==> config.mk <==
export PLATFORM = sky130hd
export DESIGN_NAME = global_fault_syndrome_capture
export DESIGN_NICKNAME = d
export VERILOG_FILES = /design/src/hdl/gfsyn_pkg.sv /design/src/hdl/global_fault_syndrome_capture.sv
export SDC_FILE = /design/constraint.sdc
export NUM_CORES = 1
export LEC_CHECK = 0
export ABC_CLOCK_PERIOD_IN_PS = 3000
export BUFFER_PORTS_ARGS = -buffer_cell sky130_fd_sc_hd__buf_2
export CAP_MARGIN = 20
export CORE_MARGIN = 5
export CORE_UTILIZATION = 40
export CTS_CLUSTER_SIZE = 10
export DETAILED_ROUTE_END_ITERATION = 8
export GPL_TIMING_DRIVEN = 0
export PLACE_DENSITY = 0.7
export SLEW_MARGIN = 40
export SYNTH_ARGS = -nofsm -noshare
export SYNTH_HDL_FRONTEND = slang
export SYNTH_SLANG_ARGS = --single-unit
==> constraint.sdc <==
create_clock -name i_clk -period 3 [get_ports i_clk]
set_clock_uncertainty 0.2 [all_clocks]
set_input_delay 0.15 -clock i_clk [delete_from_list [all_inputs] [get_ports i_clk]]
set_output_delay 0.15 -clock i_clk [all_outputs]
set_load 0.01 [all_outputs]
==> src/hdl/gfsyn_pkg.sv <==
// Purpose: Constants and carrier types for the global fault syndrome capture bank
// Assumes: Register port with one-cycle read latency, 32-bit data
// Notes: Offsets are word indices on the plain register port
package gfsyn_pkg;
    localparam int ADDR_W = 4;
    // Register offsets (word index); bank chosen by the access security state
    localparam logic [ADDR_W-1:0] OFF_SYN0 = 4'h0;
    localparam logic [ADDR_W-1:0] OFF_SYN1 = 4'h1;
    localparam logic [ADDR_W-1:0] OFF_SYN2 = 4'h2;
    localparam logic [ADDR_W-1:0] OFF_STATUS = 4'h3;
    // Secure aliases reaching the non-secure copies
    localparam logic [ADDR_W-1:0] OFF_ALIAS_SYN0 = 4'h4;
    localparam logic [ADDR_W-1:0] OFF_ALIAS_SYN1 = 4'h5;
    localparam logic [ADDR_W-1:0] OFF_ALIAS_SYN2 = 4'h6;
    localparam logic [ADDR_W-1:0] OFF_ALIAS_STATUS = 4'h7;
    localparam logic [ADDR_W-1:0] OFF_CONTROL = 4'h8;
    // Syndrome zero field positions
    localparam int B_OP_ORIGIN = 6;
    localparam int B_NS_ATTR = 5;
    localparam int B_NS_DEV = 4;
    localparam int B_INSTR = 3;
    localparam int B_PRIV = 2;
    localparam int B_WRITE = 1;
    localparam int B_NESTED = 0;
    localparam logic [31:0] SYN0_NS_MASK = 32'h0000FF4F;
    localparam logic [31:0] SYN0_S_MASK = 32'h0000FF7E;
    // Implemented widths of syndrome one fields
    localparam int SSD_W = 8;
    localparam int SID_W = 10;
    localparam int SSD_LSB = 16;
    localparam logic [31:0] SYN1_SSD_MASK = 32'h00FF0000;
    localparam logic [31:0] SYN1_SID_MASK = 32'h000003FF;
    // Status and control fields
    localparam int B_CTRL_ROUTE = 0;
    localparam int B_CTRL_SSD_PRESENT = 1;
    localparam logic [31:0] CONTROL_MASK = 32'h00000003;
    localparam logic [31:0] STATUS_MASK = 32'h800001FF;
    localparam int B_MULTI = 31;
    localparam logic [31:0] RESET_VAL = 32'h00000000;

    // Fault report from the translation logic
    typedef struct packed {
        logic valid;
        logic [8:0] kind;
        logic secure_bank;
        logic op_origin;
        logic ns_attr;
        logic ns_client;
        logic ext_abort;
        logic instr;
        logic priv;
        logic write;
        logic far_atomic;
        logic nested;
        logic [SSD_W-1:0] ssd;
        logic [SID_W-1:0] sid;
        logic [31:0] impl;
    } fault_s;

    // Register access
    typedef struct packed {
        logic wr;
        logic rd;
        logic secure;
        logic [ADDR_W-1:0] addr;
        logic [31:0] wdata;
    } regreq_s;

    typedef struct packed {
        logic [1:0][31:0] syn0;
        logic [1:0][31:0] syn1;
        logic [1:0][31:0] syn2;
        logic [1:0][31:0] status;
        logic [31:0] control;
        logic [31:0] rdata;
        logic [1:0] pending;
    } state_s;
endpackage : gfsyn_pkg

==> src/hdl/global_fault_syndrome_capture.sv <==
// Purpose: Banked global fault syndrome registers with status capture
// Assumes: Fault reports and register port are on i_clk; index 0 non-secure, 1 secure
// Notes: Reset clears to zero as a defined stand-in for unknown values
module global_fault_syndrome_capture
    import gfsyn_pkg::*;
(
    // Clock and reset
    input wire logic i_clk,
    input wire logic i_rst_n,
    input wire logic i_ce,
    // Register port
    input wire logic [ADDR_W-1:0] i_addr,
    input wire logic [31:0] i_wdata,
    input wire logic i_wr,
    input wire logic i_rd,
    input wire logic i_secure,
    output logic [31:0] o_rdata,
    // Fault reports
    input wire fault_s i_fault,
    // State visible to the rest of the unit
    output logic o_ns_fault_pending,
    output logic o_s_fault_pending
);
    state_s st_q;
    state_s st_d;
    regreq_s req;
    logic bank;
    logic route_ctrl;
    logic [31:0] syn0_new;
    logic [31:0] syn1_new;
    logic [31:0] syn1_rd_mask;
    logic [31:0] rd_val;
    logic [1:0] idx;
    logic alias_hit;
    logic cap_load;
    logic cap_merge;

    assign req = '{wr: i_wr, rd: i_rd, secure: i_secure, addr: i_addr, wdata: i_wdata};
    assign route_ctrl = st_q.control[B_CTRL_ROUTE];

    // Capture qualifiers: a load needs an empty target bank, else the report only merges
    assign cap_load = i_ce && i_fault.valid && (st_q.status[bank] == RESET_VAL);
    assign cap_merge = i_ce && i_fault.valid && (st_q.status[bank] != RESET_VAL);

    // Bank choice for a new fault
    always_comb begin
        bank = i_fault.secure_bank;
        // Non-secure external abort escalated to secure status when routed
        if (i_fault.ext_abort && i_fault.ns_client && route_ctrl) begin
            bank = 1'b1;
        end
    end

    // Syndrome words assembled from the report
    always_comb begin
        syn0_new = RESET_VAL;
        syn0_new[B_OP_ORIGIN] = i_fault.op_origin;
        syn0_new[B_INSTR] = i_fault.instr;
        syn0_new[B_PRIV] = i_fault.priv;
        // Far atomics look like reads to keep the handler's replay logic simple
        syn0_new[B_WRITE] = i_fault.write & ~i_fault.far_atomic;
        if (bank) begin
            syn0_new[B_NS_ATTR] = i_fault.ns_attr;
            syn0_new[B_NS_DEV] = i_fault.ns_client;
        end else begin
            syn0_new[B_NESTED] = i_fault.nested;
        end
        syn1_new = RESET_VAL;
        syn1_new[SSD_LSB +: SSD_W] = i_fault.ssd;
        syn1_new[SID_W-1:0] = i_fault.sid;
        if (!st_q.control[B_CTRL_SSD_PRESENT]) begin
            syn1_new[SSD_LSB +: SSD_W] = '0;
        end
    end

    // Address decode: plain offsets follow the caller's state, aliases reach non-secure
    always_comb begin
        alias_hit = req.secure && (req.addr >= OFF_ALIAS_SYN0) && (req.addr <= OFF_ALIAS_STATUS);
        idx = alias_hit ? 2'(req.addr - OFF_ALIAS_SYN0) : req.addr[1:0];
    end

    // Read mux
    always_comb begin
        logic b;
        b = req.secure && !alias_hit;
        syn1_rd_mask = SYN1_SID_MASK;
        if (req.secure) begin
            syn1_rd_mask = SYN1_SID_MASK | SYN1_SSD_MASK;
        end
        rd_val = RESET_VAL;
        if (req.addr == OFF_CONTROL) begin
            rd_val = req.secure ? st_q.control : RESET_VAL;
        end else if (req.addr <= OFF_STATUS || alias_hit) begin
            unique case (idx)
                2'h0: rd_val = st_q.syn0[b];
                2'h1: rd_val = st_q.syn1[b] & syn1_rd_mask;
                2'h2: rd_val = st_q.syn2[b];
                2'h3: rd_val = st_q.status[b];
            endcase
        end
    end

    // Next state: software writes first, a fault capture overrides them
    always_comb begin
        logic b;
        logic [31:0] m1;
        st_d = st_q;
        b = req.secure && !alias_hit;
        m1 = req.secure ? (SYN1_SID_MASK | SYN1_SSD_MASK) : SYN1_SID_MASK;
        st_d.rdata = req.rd ? rd_val : RESET_VAL;
        if (req.wr) begin
            if (req.addr == OFF_CONTROL && req.secure) begin
                st_d.control = req.wdata & CONTROL_MASK;
            end else if (req.addr <= OFF_STATUS || alias_hit) begin
                unique case (idx)
                    2'h0: st_d.syn0[b] = req.wdata & (b ? SYN0_S_MASK : SYN0_NS_MASK);
                    2'h1: st_d.syn1[b] = (st_q.syn1[b] & ~m1) | (req.wdata & m1);
                    2'h2: st_d.syn2[b] = req.wdata;
                    2'h3: st_d.status[b] = st_q.status[b] & ~(req.wdata & STATUS_MASK);
                endcase
            end
        end
        // Fault capture: status bit set wins over a same-cycle clear
        if (i_fault.valid) begin
            if (st_q.status[bank] != RESET_VAL) begin
                st_d.status[bank][B_MULTI] = 1'b1;
            end else begin
                st_d.status[bank][8:0] = i_fault.kind;
                st_d.syn0[bank] = syn0_new;
                st_d.syn1[bank] = syn1_new;
                st_d.syn2[bank] = i_fault.impl;
            end
            if (st_q.status[bank] != RESET_VAL) begin
                st_d.status[bank][8:0] = st_d.status[bank][8:0] | i_fault.kind;
            end
        end
        // Pending flags are registered so the outputs leave straight from flops
        st_d.pending[0] = |st_d.status[0][8:0];
        st_d.pending[1] = |st_d.status[1][8:0];
    end

    // State register
    always_ff @(posedge i_clk or negedge i_rst_n) begin
        if (!i_rst_n) begin
            st_q <= '0;
        end else if (i_ce) begin
            st_q <= st_d;
        end
    end

    assign o_rdata = st_q.rdata;
    assign o_ns_fault_pending = st_q.pending[0];
    assign o_s_fault_pending = st_q.pending[1];
endmodule : global_fault_syndrome_capture

### Word-level counts from Yosys, hierarchy flattened

Index checks and enable logic that the tools add are counted.

* logic and storage cells: 104
* flip-flop bits (word level): 292
* input port bits: 112
* output and inout bits: 34

* order comparisons: 7
* $add $sub $neg: 1
* bitwise operators: 12
* reductions and logical operators: 15
* multiplexer cells: 54
* eq/ne operators: 4

Operators with widths (number)
* $mux W256: 3
* $bwmux W64: 9
* $mux W32: 16
* $mux W64: 7
* $mux W288: 1
* $mux W192: 1
* $and A32 B32 Y32: 4
* $demux W32 S1: 4
* $pmux W32 S4: 1
* $not A32 Y32: 2
* $or A64 B64 Y64: 1
* $and A32 B16 Y32: 1
* $or A32 B32 Y32: 1
* $reduce_bool A32 Y1: 1
* $mux W9: 3
* $mux W24: 1
* $reduce_or A9 Y1: 2
* $or A9 B9 Y9: 1
* $logic_and A1 B1 Y1: 8
* $mux W2: 4
* $mux W8: 1
* $mux W6: 1
* $eq A2 B2 Y1 const B: 2
* $eq A4 B4 Y1 const B: 1
* 14 further kinds: 17

### Longest topological paths before layout

* depth after elaboration: 24
* depth in mapped cells: 10
* gate-level depth less buffers: 6

### Worst setup path after synthesis

OpenSTA, ideal clock, no wires.

* path type: register to register
* from: reg st_q[129] (netlist bit)
* to: reg st_q[291] (netlist bit)
* buffers on the path: 1
* arrival time: 1944 ps
* slack: 730 ps
* library setup time: 126 ps
* data required time: 2674 ps
* cell stages (with the launch flop): 7
* path through: dfrtp_1 > nor4_1 > nand4_1 > or4_1 > and3_1 > clkbuf_1 > a221o_1

* word-level cells in the longest chain between the ends: 5

RTL lines
* start, declared: line global_fault_syndrome_capture.sv:24 `state_s st_q;`
* start signal, assigned: line global_fault_syndrome_capture.sv:147 `st_q <= st_d;`
* $mux W32 (not written as such) (2 in series): line global_fault_syndrome_capture.sv:125 `if (st_q.status[bank] != RESET_VAL) begin`
* $reduce_bool A32 Y1: line global_fault_syndrome_capture.sv:125
* $mux W192: line global_fault_syndrome_capture.sv:125
* $mux W256: line global_fault_syndrome_capture.sv:124 `if (i_fault.valid) begin`

No other way between the ends. The select of a mux whose other input is x is not followed.
A chain may end at the register's enable or synchronous reset.

### Worst setup path after layout

* from: reg st_q[74] (netlist bit)
* to: reg st_q[153] (netlist bit)

Same word-level chain as after synthesis.

==> metrics.cfg <==
[status]
status=completed

[clock_tree]
cts_buffer_depth=3
clk_latency_ns=0.55
cts.sinks=264
h-tree-depth=1
cts_buffers=30
cts_tree=built
clk_root_buffer_cell=clkbuf_16
clkTransAtPathRegs_ns=0.06

[synth]
syn-instance-count=1255
synth.area.top_cells=dfrtp_1 52%, o22ai_1 5.5%, a21oi_1 5.4%
synth_ff_type=dfrtp_1
ys_async_sr_fraction_pct=100
yosysTopAreaCell=dfrtp_1
synth_warnings=0
synth-seq-cells=264
syn_avg_cell_area_sq_um=10.0
yosysSeqAreaShare_pct=52.5
synth_nets=1367
netlist_area_sq_um=12600
yosysTopAreaCellShare_pct=52.5
synth-edff-count=0
ys_types=51

[worst_hold_path]
worst_hold_path_type=in -> async

[timing]
max_freq_ghz=0.337
worstMarginPinSlew_ns=0.851
slew_headroom_pct=43.2
hold_viol_final=0
setup_violations=0
period_share_pct=99.0
final.min_clock_period_ns=2.97
fin_setup_tns_ns=0
final-max-slew-violation-count=0

[drt]
ant_nets=0
drtIter0Drc=1689
drc=0
first_pass_iters=6
avgViaCountPerCell=6.07
wl_um=45500
vias=11806
wl_per_cell_um=23.4

[floorplanning]
dieArea_sq_um=35100
initial_core_util_pct=40.2
rows=65
die_x_um=187
core-area_sq_um=31300
ios=146
die_y_um=187

[worst_setup_path]
endpoint_kind=flip-flop
crit_required_ns=3.18
crit_type=reg -> reg
cp_max_fo=10
arrival_ns=3.15
start_kind=flip-flop

[final_layout]
instances_no_fill=1944
seq_area_sq_um=6610
nNetsFinal=1649
fill_cells=2771
multiInputGateArea_sq_um=5190
drive_gt1_share_pct=20.5
area_growth_syn_to_layout_pct=26.6
utilization_pct=50.9

[global_route]
track_usage_pct=24.9
grt_pass1_vias=11938
antenna_found_initial=0
gr-total-overflow=0
grt_pass1_wl_um=69100
grt_max_degree=73

[power_and_ir_drop]
pwr-share-seq_pct=47.7
p_int_mw=6.56
p_leak_nw=7.00
switching_share_pct=27.4
p_switching_mw=2.48
powerDensity_nw_per_um2=567
ir_drop_mv=0.431
pwr-share-clk_pct=35.7
combPwrFrac_pct=16.6

[job]
maxCapViolCount=0

[place]
placed_cells=1799
place_congestion=0.946
port_buffers=137
hpwl_um=32100

## layer usage
layer | track usage, % | up-vias | part of all wire [%]
met5 | 0 | - | 0
met4 | 9.85 | 0 | 4.0
met1 | 32.3 | 5750 | 38
met2 | 39.8 | 845 | 46
met3 | 6.83 | 145 | 12
li1 | - | 5066 | -
## final cells by class
| class | instances | share of cell area (%) |
|---|---|---|
| flip-flops and latches | 264 | 41.5 |
| inverters | 22 | 0.518 |
| repair buffers | 250 | 11.9 |
| well taps | 402 | 3.16 |
| multi-input cells | 794 | 32.6 |
| diodes | 1 | 0.0157 |
| clock buffers | 36 | 5.05 |
| plain buffers | 175 | 5.33 |
## cells in the mapped netlist (2+ instances only)
cell,instances
a32o_1,6
a221o_1,2
buf_1,10
nand2_2,3
a31oi_1,7
a32oi_1,15
mux2_2,22
and2_1,40
o32a_1,2
buf_2,22
a22o_1,16
a211oi_1,7
a22oi_1,9
nor3_1,11
mux4_2,28
a21o_1,7
mux2i_1,23
nand4_1,22
o211ai_1,14
nor2_1,116
or4_1,2
clkbuf_1,106
buf_4,36
nor4_1,18
nand2b_1,5
inv_1,22
nand2_1,92
and3_1,3
dfrtp_1,264
o21a_1,13
o22ai_1,110
a21oi_1,137
nor2b_1,5
nand3_1,23
o21ai_0,18
o21ai_1,4
## worst max-delay path, cell delays in order, from the launching register on
cell and delay (ns):
dfrtp_1 0.50, nor4_4 0.44, nand4_1 0.29, or4_1 0.53
clkbuf_2 0.25, buf_2 0.28, o22ai_1 0.22, a21oi_1 0.10
## metrics by stage
| stage | setup WS, ns | power, mW | cell area [sq um] | hold WS, ns |
|---|---|---|---|---|
| 6_report | 0.0311 | 9.04 | 15900 | 0.00806 |
| 5_1_grt | -0.0202 | 9.34 | 15900 | 0.0431 |
| 4_1_cts | 0.00176 | 9.01 | 15900 | 0.00364 |
| 3_5_place_dp | -0.482 | 5.70 | 13900 | -0.0257 |
| 3_3_place_gp | -3.22 | 5.61 | 13800 | 0.217 |
| 2_1_floorplan | 0.730 | 5.12 | 12600 | -0.346 |
## placed cells by master (no fill, tap or decap), types with 39 or more instances in the layout
cell	Yosys	layout
nor2_1	116	116
o22ai_1	110	110
buf_2	22	162
dfrtp_1	264	264
a21oi_1	137	137
dlygate4sd3_1	0	105
and2_1	40	40
nand2_1	92	91
buf_4	36	39
clkbuf_1	106	101
## final timing paths
path	from	cells after the start	slack (ns)	to
worst max-delay path	st_q[74]	7	0.03	st_q[153]
worst min-delay path	i_rst_n	3	0.008	st_q[288]
worst max register to register	st_q[74]	7	0.03	st_q[153]
worst min register to register	o_rdata[18]	1	0.28	o_rdata[18]
max in group asynchronous	i_rst_n	6	1.42	o_rdata[8]
min in group i_clk	i_addr[3]	4	0.04	o_rdata[0]
## repair_timing
action                                  in CTS  in global routing
setup buffers                                1                  2
hold endpoints to repair                   334                  0
gates resized for setup                     19                 13
hold buffers                               105                  0
gates cloned                                 0                  0
endpoints found under the setup margin     148                113
pin swaps                                    1                  3
## kinds of logic (layout without fill, tap and decap cells)
logic type | count (synthesis) | count (layout) | share of synthesized area, %
AOI/OAI and AO/OA | 373 | 373 | 18.5
and+or+nand+nor | 346 | 346 | 12.9
DFF | 264 | 264 | 52.5
buffers and inverters | 197 | 483 | 7.23
muxes | 73 | 73 | 8.81
xor gates and xnor gates | 2 | 2 | 0.139
other | 0 | 1 | 0
## power groups by stage
stage | combinational [mW] | sequential, mW | clock [mW]
floorplan | 0.884 | 4.24 | 0
global placement | 1.29 | 4.33 | 0
detailed placement | 1.35 | 4.35 | 0
CTS | 1.47 | 4.29 | 3.25
global route | 1.63 | 4.35 | 3.36
finish | 1.50 | 4.32 | 3.23
Power figures use the tool's default switching activity.
